**config.mk**
```make
export PLATFORM = sky130hd
export DESIGN_NAME = dchan_tx
export DESIGN_NICKNAME = d
export VERILOG_FILES = /design/src/dchan_tx_pkg.sv /design/src/dchan_tx.sv /design/src/dchan_tx_fifo.sv
export SDC_FILE = /design/constraint.sdc
export NUM_CORES = 1
export LEC_CHECK = 0
export BUFFER_PORTS_ARGS = -buffer_cell sky130_fd_sc_hd__buf_2
export CAP_MARGIN = 10
export CORE_MARGIN = 3
export CORE_UTILIZATION = 55
export DETAILED_ROUTE_END_ITERATION = 10
export PLACE_DENSITY = 0.73
export SETUP_SLACK_MARGIN = 0.15
export SYNTH_ARGS = -nofsm -noshare
export SYNTH_HDL_FRONTEND = slang
export SYNTH_SLANG_ARGS = --single-unit
export TNS_END_PERCENT = 50
```
**constraint.sdc**
```tcl
create_clock -name pclk -period 3.4 [get_ports pclk]
set_input_delay 0.68 -clock pclk [delete_from_list [all_inputs] [get_ports pclk]]
set_output_delay 0.68 -clock pclk [all_outputs]
set_load 0.01 [all_outputs]
```
**src/dchan_tx_pkg.sv**
```systemverilog
// Constants, register map and carrier types of the D-channel transmitter.
// Assumes a 32-bit APB master and a frame pulse from the switch timing.

package dchan_tx_pkg;

   ////////////////////////////////////////////////////////////////////////
   // Register indices on the control page, byte address is index times four
   localparam logic [7:0] REGNUM_FIFO_IN = 8'h44;
   localparam logic [7:0] REGNUM_CONTROL = 8'h45;
   localparam logic [7:0] REGNUM_RX_THR = 8'h48;
   localparam logic [7:0] REGNUM_IRQ_EN = 8'h49;
   localparam logic [7:0] REGNUM_STATUS = 8'h4A;
   localparam int ADDR_W = 12;
   localparam logic [ADDR_W-1:0] ADDR_FIFO_IN = {2'b00, REGNUM_FIFO_IN, 2'b00};
   localparam logic [ADDR_W-1:0] ADDR_CONTROL = {2'b00, REGNUM_CONTROL, 2'b00};
   localparam logic [ADDR_W-1:0] ADDR_RX_THR = {2'b00, REGNUM_RX_THR, 2'b00};
   localparam logic [ADDR_W-1:0] ADDR_IRQ_EN = {2'b00, REGNUM_IRQ_EN, 2'b00};
   localparam logic [ADDR_W-1:0] ADDR_STATUS = {2'b00, REGNUM_STATUS, 2'b00};

   ////////////////////////////////////////////////////////////////////////
   // Control register fields
   localparam int CTL_IRQ_SELECT = 7;
   localparam int CTL_IRQ_LEVEL = 6;
   localparam int CTL_RATE_HI = 5;
   localparam int CTL_RATE_LO = 4;
   localparam int CTL_MSG_MODE = 3;
   localparam int CTL_START_STOP = 2;
   localparam int CTL_PARITY = 1;
   localparam int CTL_GO = 0;
   localparam logic [1:0] RATE_1 = 2'b00;
   localparam logic [1:0] RATE_2 = 2'b01;
   localparam logic [3:0] BITS_1 = 4'h1;
   localparam logic [3:0] BITS_2 = 4'h2;
   localparam logic [3:0] BITS_8 = 4'h8;

   // Other fields
   localparam int THR_TX_BIT_ORDER = 7;
   localparam int IRQ_ENABLE_REG_TX = 0;
   localparam int STAT_EOT = 0;
   localparam int STAT_BUSY = 1;
   localparam int STAT_LVL_LO = 8;

   // Reset values
   localparam logic [7:0] CTL_RST = 8'h00;
   localparam logic [7:0] THR_RST = 8'h00;
   localparam logic [7:0] IRQ_ENABLE_REG_RST = 8'h00;
   localparam logic [7:0] IDLE_SLOT = 8'hFF;

   ////////////////////////////////////////////////////////////////////////
   // Storage and TDM constants
   localparam int FIFO_DEPTH = 32;
   localparam int FIFO_AW = 5;
   localparam int LVL_W = 6;
   localparam logic [LVL_W-1:0] LVL_FULL = 6'h20;
   localparam logic [LVL_W-1:0] LVL_QUARTER = 6'h08;
   localparam logic [7:0] DM_TX_SOURCE = 8'h70;
   localparam logic [3:0] LAST_POS = 4'h7;
   localparam logic [2:0] LAST_BIT = 3'h7;

   // Serializer states
   typedef enum logic [1:0] {
      S_IDLE = 2'b00,
      S_DATA = 2'b01,
      S_PARITY = 2'b10,
      S_STOP = 2'b11
   } ser_state_t;

   // APB request from the master
   typedef struct packed {
      logic psel;
      logic penable;
      logic pwrite;
      logic [ADDR_W-1:0] paddr;
      logic [31:0] pwdata;
   } apb_req_t;

   // Switch side inputs for the channel now being assembled
   typedef struct packed {
      logic frame_start;
      logic [7:0] cm_low;
      logic [7:0] dm_data;
   } tdm_in_t;

endpackage

```
**src/dchan_tx.sv**
```systemverilog
// D-channel transmitter: APB registers, serializer, slot builder, channel mux.
// Assumes a one-cycle frame pulse at least ten clocks apart, and that the
// switch presents each output channel's connect-memory low entry in turn.
//
// Notes on behaviour
// RULE_01: software writes message bytes to a 32-byte store at one address.
// RULE_02: serial output appears as data-memory source 70 for channel muxing.
// RULE_03: control register holds irq select, rate, mode, framing, go.
// RULE_04: each frame places exactly 1, 2 or 8 bits into the slot.
// RULE_05: sending starts only once go is set and a byte is stored.
// RULE_06: bit order per byte follows a bit in the rx threshold register.
// RULE_07: message mode frames whole message with start, optional parity, stop.
// RULE_08: byte-level mode without start/stop sends raw bits only.
// RULE_09: byte-level mode with start/stop wraps every byte individually.
// RULE_10: after the last bit, rest of that frame's slot is stop bits.
// RULE_11: every channel selecting the source carries the same slot.
// RULE_12: interrupt possible on empty, three-quarters empty, or completion.
// RULE_13: with irq select high, interrupt only on completion.
// RULE_14: with irq select low, irq level picks empty or three-quarters empty.
// RULE_15: bytes written in time after empty continue message without break.
// RULE_16: byte-framed continuation allowance is 10/5/1 or 11/6/1 frames.
// RULE_17: transmitter irq enable bit gates the interrupt output.
// RULE_18: start bit is logic zero.
// RULE_19: byte mode puts start, optional parity, stop around eight bits.
// RULE_20: when idle, every slot position carries logic one.
// RULE_21: end declared when store empty and final stop, or final data bit without start/stop, sent; flags it.
//
// The APB interface to the registers is this design's own decision.

`timescale 1ns/100ps
`default_nettype none

module dchan_tx
   import dchan_tx_pkg::*;
(
   input wire logic pclk,
   input wire logic presetn,
   input wire apb_req_t apb,
   output logic pready,
   output logic [31:0] prdata,
   output logic pslverr,
   input wire tdm_in_t tdm,
   output logic [7:0] chan_data,
   output logic tx_irq
);

   typedef struct packed {
      logic [7:0] ctl;
      logic [7:0] thr;
      logic [7:0] irq_enable_reg;
      logic eot;
      logic pready;
      logic [31:0] prdata;
      logic pslverr;
      ser_state_t ser;
      logic [7:0] sh;
      logic [2:0] bitcnt;
      logic par;
      logic pad;
      logic stepping;
      logic [3:0] pos;
      logic [7:0] build;
      logic [7:0] slot;
      logic [7:0] chan_data;
      logic irq;
   } tx_state_t;

   tx_state_t st_r;
   tx_state_t st_nxt;
   logic push;
   logic pop;
   logic [7:0] head;
   logic [LVL_W-1:0] level;

   ////////////////////////////////////////////////////////////////////////
   // Helpers

   // Bits per frame for a rate code
   function automatic logic [3:0] rate_bits(input logic [1:0] rate);
      logic [3:0] n;
      n = BITS_8;
      if (rate == RATE_1) begin
         n = BITS_1;
      end else if (rate == RATE_2) begin
         n = BITS_2;
      end
      return n;
   endfunction

   // Next bit of a byte: order high sends the low bit first
   function automatic logic out_bit(input logic [7:0] b, input logic lsb);
      return lsb ? b[0] : b[7];
   endfunction

   // Byte after its leading bit has gone
   function automatic logic [7:0] shift_byte(input logic [7:0] b,
                                             input logic lsb);
      return lsb ? {1'b0, b[7:1]} : {b[6:0], 1'b0};
   endfunction

   // Address decode
   function automatic logic addr_hit(input logic [ADDR_W-1:0] a);
      return (a == ADDR_FIFO_IN) || (a == ADDR_CONTROL) ||
             (a == ADDR_RX_THR) || (a == ADDR_IRQ_EN) ||
             (a == ADDR_STATUS);
   endfunction

   ////////////////////////////////////////////////////////////////////////
   // Byte store
   dchan_tx_fifo u_fifo (
      .pclk(pclk),
      .presetn(presetn),
      .push(push),
      .push_data(apb.pwdata[7:0]),
      .pop(pop),
      .head(head),
      .level(level)
   );

   ////////////////////////////////////////////////////////////////////////
   // Next state of the whole block
   always_comb begin
      logic done;
      logic empty;
      logic lsb;
      logic msg;
      logic wrap_on;
      logic par_on;
      logic bit_v;
      logic eot_ev;
      logic irq_cond;
      logic [31:0] rd;
      done = 1'b0;
      empty = 1'b0;
      lsb = 1'b0;
      msg = 1'b0;
      wrap_on = 1'b0;
      par_on = 1'b0;
      bit_v = 1'b1;
      eot_ev = 1'b0;
      irq_cond = 1'b0;
      rd = '0;
      st_nxt = st_r;
      push = 1'b0;
      pop = 1'b0;
      empty = (level == '0);
      lsb = st_r.thr[THR_TX_BIT_ORDER]; // RULE_06
      msg = st_r.ctl[CTL_MSG_MODE];
      wrap_on = st_r.ctl[CTL_START_STOP];
      par_on = st_r.ctl[CTL_PARITY];
      done = apb.psel && apb.penable && st_r.pready;

      // APB access phase: one wait state, then answer
      st_nxt.pready = 1'b0;
      if (apb.psel && apb.penable && !st_r.pready) begin
         st_nxt.pready = 1'b1;
         st_nxt.pslverr = !addr_hit(apb.paddr);
         if (!apb.pwrite) begin
            unique case (apb.paddr)
               ADDR_CONTROL: rd[7:0] = st_r.ctl;
               ADDR_RX_THR: rd[7:0] = st_r.thr;
               ADDR_IRQ_EN: rd[7:0] = st_r.irq_enable_reg;
               ADDR_STATUS: begin
                  rd[STAT_EOT] = st_r.eot;
                  rd[STAT_BUSY] = (st_r.ser != S_IDLE);
                  rd[STAT_LVL_LO +: LVL_W] = level;
               end
               default: rd = '0;
            endcase
         end
         st_nxt.prdata = rd;
      end

      // Software clear of the end flag comes before the hardware set
      if (done && apb.pwrite && (apb.paddr == ADDR_STATUS) &&
          apb.pwdata[STAT_EOT]) begin
         st_nxt.eot = 1'b0;
      end

      // Frame start: publish last slot, begin a fresh one of all ones
      if (tdm.frame_start) begin
         st_nxt.slot = st_r.build;
         st_nxt.build = IDLE_SLOT; // RULE_20
         st_nxt.pos = '0;
         st_nxt.pad = 1'b0;
         st_nxt.stepping = 1'b1;
      end else if (st_r.stepping) begin
         st_nxt.pos = st_r.pos + 4'd1;
         if (st_r.pos == LAST_POS) begin
            st_nxt.stepping = 1'b0;
         end
         // Only the programmed number of positions carry bits
         if ((st_r.pos < rate_bits(st_r.ctl[CTL_RATE_HI:CTL_RATE_LO])) &&
             !st_r.pad) begin // RULE_04 RULE_10
            unique case (st_r.ser)
               S_IDLE: begin
                  if (st_r.ctl[CTL_GO] && !empty) begin // RULE_05
                     pop = 1'b1;
                     st_nxt.par = 1'b0;
                     st_nxt.ser = S_DATA;
                     if (msg || wrap_on) begin
                        bit_v = 1'b0; // RULE_18 RULE_07 RULE_19
                        st_nxt.sh = head;
                        st_nxt.bitcnt = '0;
                     end else begin
                        bit_v = out_bit(head, lsb); // RULE_08
                        st_nxt.sh = shift_byte(head, lsb);
                        st_nxt.bitcnt = 3'd1;
                     end
                  end
               end
               S_DATA: begin
                  bit_v = out_bit(st_r.sh, lsb);
                  st_nxt.par = st_r.par ^ bit_v;
                  st_nxt.sh = shift_byte(st_r.sh, lsb);
                  st_nxt.bitcnt = st_r.bitcnt + 3'd1;
                  if (st_r.bitcnt == LAST_BIT) begin
                     if (msg) begin
                        // Message continues while bytes keep coming
                        if (!empty) begin // RULE_15
                           pop = 1'b1;
                           st_nxt.sh = head;
                           st_nxt.bitcnt = '0;
                        end else begin
                           st_nxt.ser = par_on ? S_PARITY : S_STOP; // RULE_07
                        end
                     end else if (wrap_on) begin
                        st_nxt.ser = par_on ? S_PARITY : S_STOP; // RULE_09
                     end else if (!empty) begin
                        pop = 1'b1; // RULE_15
                        st_nxt.sh = head;
                        st_nxt.bitcnt = '0;
                     end else begin
                        st_nxt.ser = S_IDLE; // RULE_08
                        eot_ev = 1'b1;
                     end
                  end
               end
               S_PARITY: begin
                  bit_v = st_r.par; // RULE_09
                  st_nxt.ser = S_STOP;
               end
               S_STOP: begin
                  bit_v = 1'b1; // RULE_19
                  st_nxt.ser = S_IDLE; // RULE_16
                  if (msg || empty) begin
                     eot_ev = 1'b1; // RULE_21
                  end
               end
            endcase
            st_nxt.build[3'(LAST_POS - st_r.pos)] = bit_v;
         end
      end

      // End of transmission: flag, stop, pad out the slot
      if (eot_ev) begin
         st_nxt.eot = 1'b1; // RULE_21
         st_nxt.ctl[CTL_GO] = 1'b0;
         st_nxt.pad = 1'b1; // RULE_10
      end

      // Register writes after the engine so a software go wins
      if (done && apb.pwrite) begin
         unique case (apb.paddr)
            ADDR_FIFO_IN: push = 1'b1; // RULE_01
            ADDR_CONTROL: st_nxt.ctl = apb.pwdata[7:0]; // RULE_03
            ADDR_RX_THR: st_nxt.thr = apb.pwdata[7:0];
            ADDR_IRQ_EN: st_nxt.irq_enable_reg = apb.pwdata[7:0];
            default: st_nxt.eot = st_nxt.eot;
         endcase
      end

      // Interrupt condition and enable gate
      if (st_r.ctl[CTL_IRQ_SELECT]) begin
         irq_cond = st_r.eot; // RULE_13
      end else if (st_r.ctl[CTL_IRQ_LEVEL]) begin
         irq_cond = (level <= LVL_QUARTER); // RULE_14 RULE_12
      end else begin
         irq_cond = empty; // RULE_14 RULE_12
      end
      st_nxt.irq = irq_cond && st_r.irq_enable_reg[IRQ_ENABLE_REG_TX]; // RULE_17

      // Channel mux: the source may feed any number of channels
      if (tdm.cm_low == DM_TX_SOURCE) begin
         st_nxt.chan_data = st_r.slot; // RULE_02 RULE_11
      end else begin
         st_nxt.chan_data = tdm.dm_data;
      end
   end

   ////////////////////////////////////////////////////////////////////////
   // State register
   always_ff @(posedge pclk or negedge presetn) begin
      if (!presetn) begin
         st_r <= '0;
         st_r.ctl <= CTL_RST;
         st_r.thr <= THR_RST;
         st_r.irq_enable_reg <= IRQ_ENABLE_REG_RST;
         st_r.ser <= S_IDLE;
         st_r.build <= IDLE_SLOT;
         st_r.slot <= IDLE_SLOT;
      end else begin
         st_r <= st_nxt;
      end
   end

   // Outputs straight from flops
   assign pready = st_r.pready;
   assign prdata = st_r.prdata;
   assign pslverr = st_r.pslverr;
   assign chan_data = st_r.chan_data;
   assign tx_irq = st_r.irq;

endmodule

`default_nettype wire

```
**src/dchan_tx_fifo.sv**
```systemverilog
// Transmit byte store of the D-channel transmitter.
// Assumes the caller never pops when empty; pushes into a full store drop unless a pop comes in the same cycle.

`timescale 1ns/100ps
`default_nettype none

module dchan_tx_fifo
   import dchan_tx_pkg::*;
(
   input wire logic pclk,
   input wire logic presetn,
   input wire logic push,
   input wire logic [7:0] push_data,
   input wire logic pop,
   output logic [7:0] head,
   output logic [LVL_W-1:0] level
);

   typedef struct packed {
      logic [FIFO_DEPTH-1:0][7:0] mem;
      logic [FIFO_AW-1:0] wr;
      logic [FIFO_AW-1:0] rd;
      logic [LVL_W-1:0] level;
   } fifo_state_t;

   fifo_state_t st_r;
   fifo_state_t st_nxt;
   logic do_push;
   logic do_pop;

   ////////////////////////////////////////////////////////////////////////
   // Next state: pointers and fill level
   always_comb begin
      st_nxt = st_r;
      do_pop = pop && (st_r.level != '0);
      do_push = push && ((st_r.level != LVL_FULL) || do_pop); // RULE_01
      if (do_push) begin
         st_nxt.mem[st_r.wr] = push_data;
         st_nxt.wr = st_r.wr + 5'd1;
      end
      if (do_pop) begin
         st_nxt.rd = st_r.rd + 5'd1;
      end
      if (do_push && !do_pop) begin
         st_nxt.level = st_r.level + 6'd1;
      end else if (do_pop && !do_push) begin
         st_nxt.level = st_r.level - 6'd1;
      end
   end

   // State register
   always_ff @(posedge pclk or negedge presetn) begin
      if (!presetn) begin
         st_r <= '0;
      end else begin
         st_r <= st_nxt;
      end
   end

   assign head = st_r.mem[st_r.rd];
   assign level = st_r.level;

endmodule

`default_nettype wire

```
==> metrics.csv <==
metric,value,unit
status,"complete, no violations",
pwr_density_cell,443,nW/um^2
slew_headroom,18.8,%
setup_tns,0,ps
crit_fanout,4,
drtIter0Drc,704,
drv_cap,0,
via_count,11058,
ir_worst_vdd,0.302,mV
routabilityCongestion,0.857,
fillers,2288,
synth_area_leaders,"dfrtp_1 50%, mux2_2 19%, mux4_2 5.3%, mux2i_1 3.0%, dfstp_2 2.5%",
grt_util_met2,37.4,%
rsz0062_at_grt,true,
r2r-end,u_fifo.level[5],
slowest_delay,400,ps
synthCells,1318,
grt_use_met1,33.8,%
io_buffers,66,
setup_viol,0,
cts_hold_buf,0,
slew_violations,0,
hp-class,in -> async,
firstDrtPassIters,7,
antenna_found_initial,0,
root_buffer,clkbuf_16,
post-route-util,63.9,%
synth_most_common_cell,dfrtp_1,
antenna_cells,0,
crit_type,reg -> reg,
synth_cell_types,70,
r2r-start,st_r[101],
numClockSinks,358,
h-tree-depth,2,
whs,199,ps
path_clk_slew,60,ps
grt_pass1_vias,11333,
synthesis.area,17200,um^2
syn_avg_cell_area,13.0,um^2
crit_chain,"inv_2, nand2_2, ha_4, o31a_1, o31a_1, nor4_4, buf_4, a31o_4, nand2_4, inv_4, ha_4, inv_4, ha_4, a21o_1, a21oi_2, o21bai_1, a21oi_2, xnor2_1, nor2_1, xor2_1",
numCtsBuffers,39,
die_area,33300,um^2
fmax,310,MHz
leakage,9.40,nW
track_usage,23.7,%
die_w,183,um
tritoncts,built,
reg2reg_slack,170,ps
viasPerCell,6.04,
synth_edf_count,0,
areaGrowthSynthToFinish,14.2,%
timing.final.crit_period,3230,ps
synth-warning-count,0,
ys_seq_elements,358,
fin_nets,1493,
hpwl,26.2,mm
async_flop_share,100,%
cp.required,3810,ps
ant_nets,0,
grt_use_met3,3.87,%
seq_area_frac_synth,52.3,%
grt.busiest_layer,met2,
path_common_cell,ha_4,
die_h,183,um
tightest_slew,1210,ps
total_power,8.69,mW
end_kind,register,
yosysTopAreaCellShare,49.9,%
startpoint_type,register,
grt_max_degree,103,
hold_viol,0,
ff2ff_path_depth,20,
core-area,30700,um^2
gr-total-overflow,0,
clock_latency,550,ps
final_layout_size_suffix_gt1_share,40.9,%
drc_errors,0,
wire_per_inst,21.6,um
finClkSkew,29.0,ps
io_pins,109,
routed_wl,39.5,mm
clockBufferDepth,3,
synthFlopType,dfrtp_1,
cp_slowest_cell,dfrtp_1,
cp.arrival,3640,ps
grt_first_pass_wirelength,62.8,mm
ys_top_cells_by_count,"342 x dfrtp_1, 282 x mux2_2, 72 x nand2_1",
min_period_over_period,94.9,%
fp-row-count,64,
yosys.area.top_type,dfrtp_1,
start_util,55.9,%
layer usage:
metal / up-vias / share of wire [%] / routed length, um
li1: 4964 / - / -
met1: 5703 / 44 / 17300
met2: 306 / 47 / 18600
met3: 85 / 5.7 / 2240
met4: 0 / 3.4 / 1350
met5: - / 0 / 0
report_power, final:
group / total, mW / switching (mW) / internal, mW
combinational: 0.284 / 0.208 / 0.0759
clock: 4.10 / 1.71 / 2.39
sequential: 4.30 / 0.0111 / 4.29
worst max path at each step:
stage	from	end	slack (ps)	cells after the start
after floorplan	st_r[101]	u_fifo.level[5]	-20	21
after global placement	apb[41]	u_fifo.level[5]	80	16
after detailed placement	st_r[101]	u_fifo.level[5]	8	20
after CTS	st_r[101]	u_fifo.level[5]	150	20
after global routing	st_r[101]	u_fifo.level[5]	20	19
final	st_r[101]	u_fifo.level[5]	170	20
state kept, by name, indices dropped and copies added (netlist names), named ones only:
name and count:
chan_data 8, prdata 14, pready 1, pslverr 1, st_r 60, tx_irq 1
u_fifo.level 6, u_fifo.st_r 266
logic make-up after synthesis:
group | Yosys count | share of synthesized area, %
multiplexers | 387 | 27.8
flip-flops | 358 | 52.3
AND/OR/NAND/NOR | 228 | 6.80
AO/OA/AOI/OAI | 167 | 6.78
buffers and inverters | 143 | 4.11
XOR/XNOR | 18 | 0.919
adder cells (fa/ha/maj) | 16 | 1.21
other | 1 | 0.0219
through the flow:
stage | cells | setup WS (ps) | cell area, um^2
6_report | 1832 | 174 | 19600
5_1_grt | 1832 | 19.1 | 19600
4_1_cts | 1829 | 150 | 19500
3_5_place_dp | 1757 | 8.45 | 18200
3_3_place_gp | 1757 | 84.5 | 18200
2_1_floorplan | 1335 | -19.7 | 17300
area by class of cell:
type / instances / area, um^2 / area share (%)
flip-flops and latches: 358 / 8980 / 45.8
multi-input cells: 834 / 7610 / 38.8
repair buffers: 159 / 1190 / 6.06
clock buffers: 52 / 1070 / 5.48
well taps: 396 / 495 / 2.53
clock inverters: 14 / 168 / 0.856
inverters: 19 / 76.3 / 0.390
critical path: cells and delay by family (launching register included):
family	cells	cell delay, ps
AO/OA/AOI/OAI	7	1180
XOR/XNOR	2	270
adder cells (fa/ha/maj)	3	550
buffers and inverters	4	370
flip-flops	1	400
AND/OR/NAND/NOR	4	330
timing repair:
item | 4_1_cts | 5_1_grt
pin swaps | 7 | 7
resized for setup | 1 | 9
setup buffers | 6 | 3
setup endpoints to repair | 3 | 25
layout by cell type, fill, tap and decap left out, types with 11 or more instances in the layout:
master,count
ha_1,12
nor2_1,42
nand2_1,69
inv_1,16
buf_12,11
clkbuf_16,39
buf_2,65
mux2_2,282
a22o_1,16
a21oi_1,24
nor2b_1,12
o21ai_0,35
nor4_1,11
dfrtp_1,340
mux2i_1,51
a22oi_1,12
nand3_1,23
nor3_1,12
a211oi_1,14
dfstp_2,16
mux4_2,40
conb_1,18
xnor2_1,11
buf_4,79
Note: power is estimated with default switching activity, not from simulation.
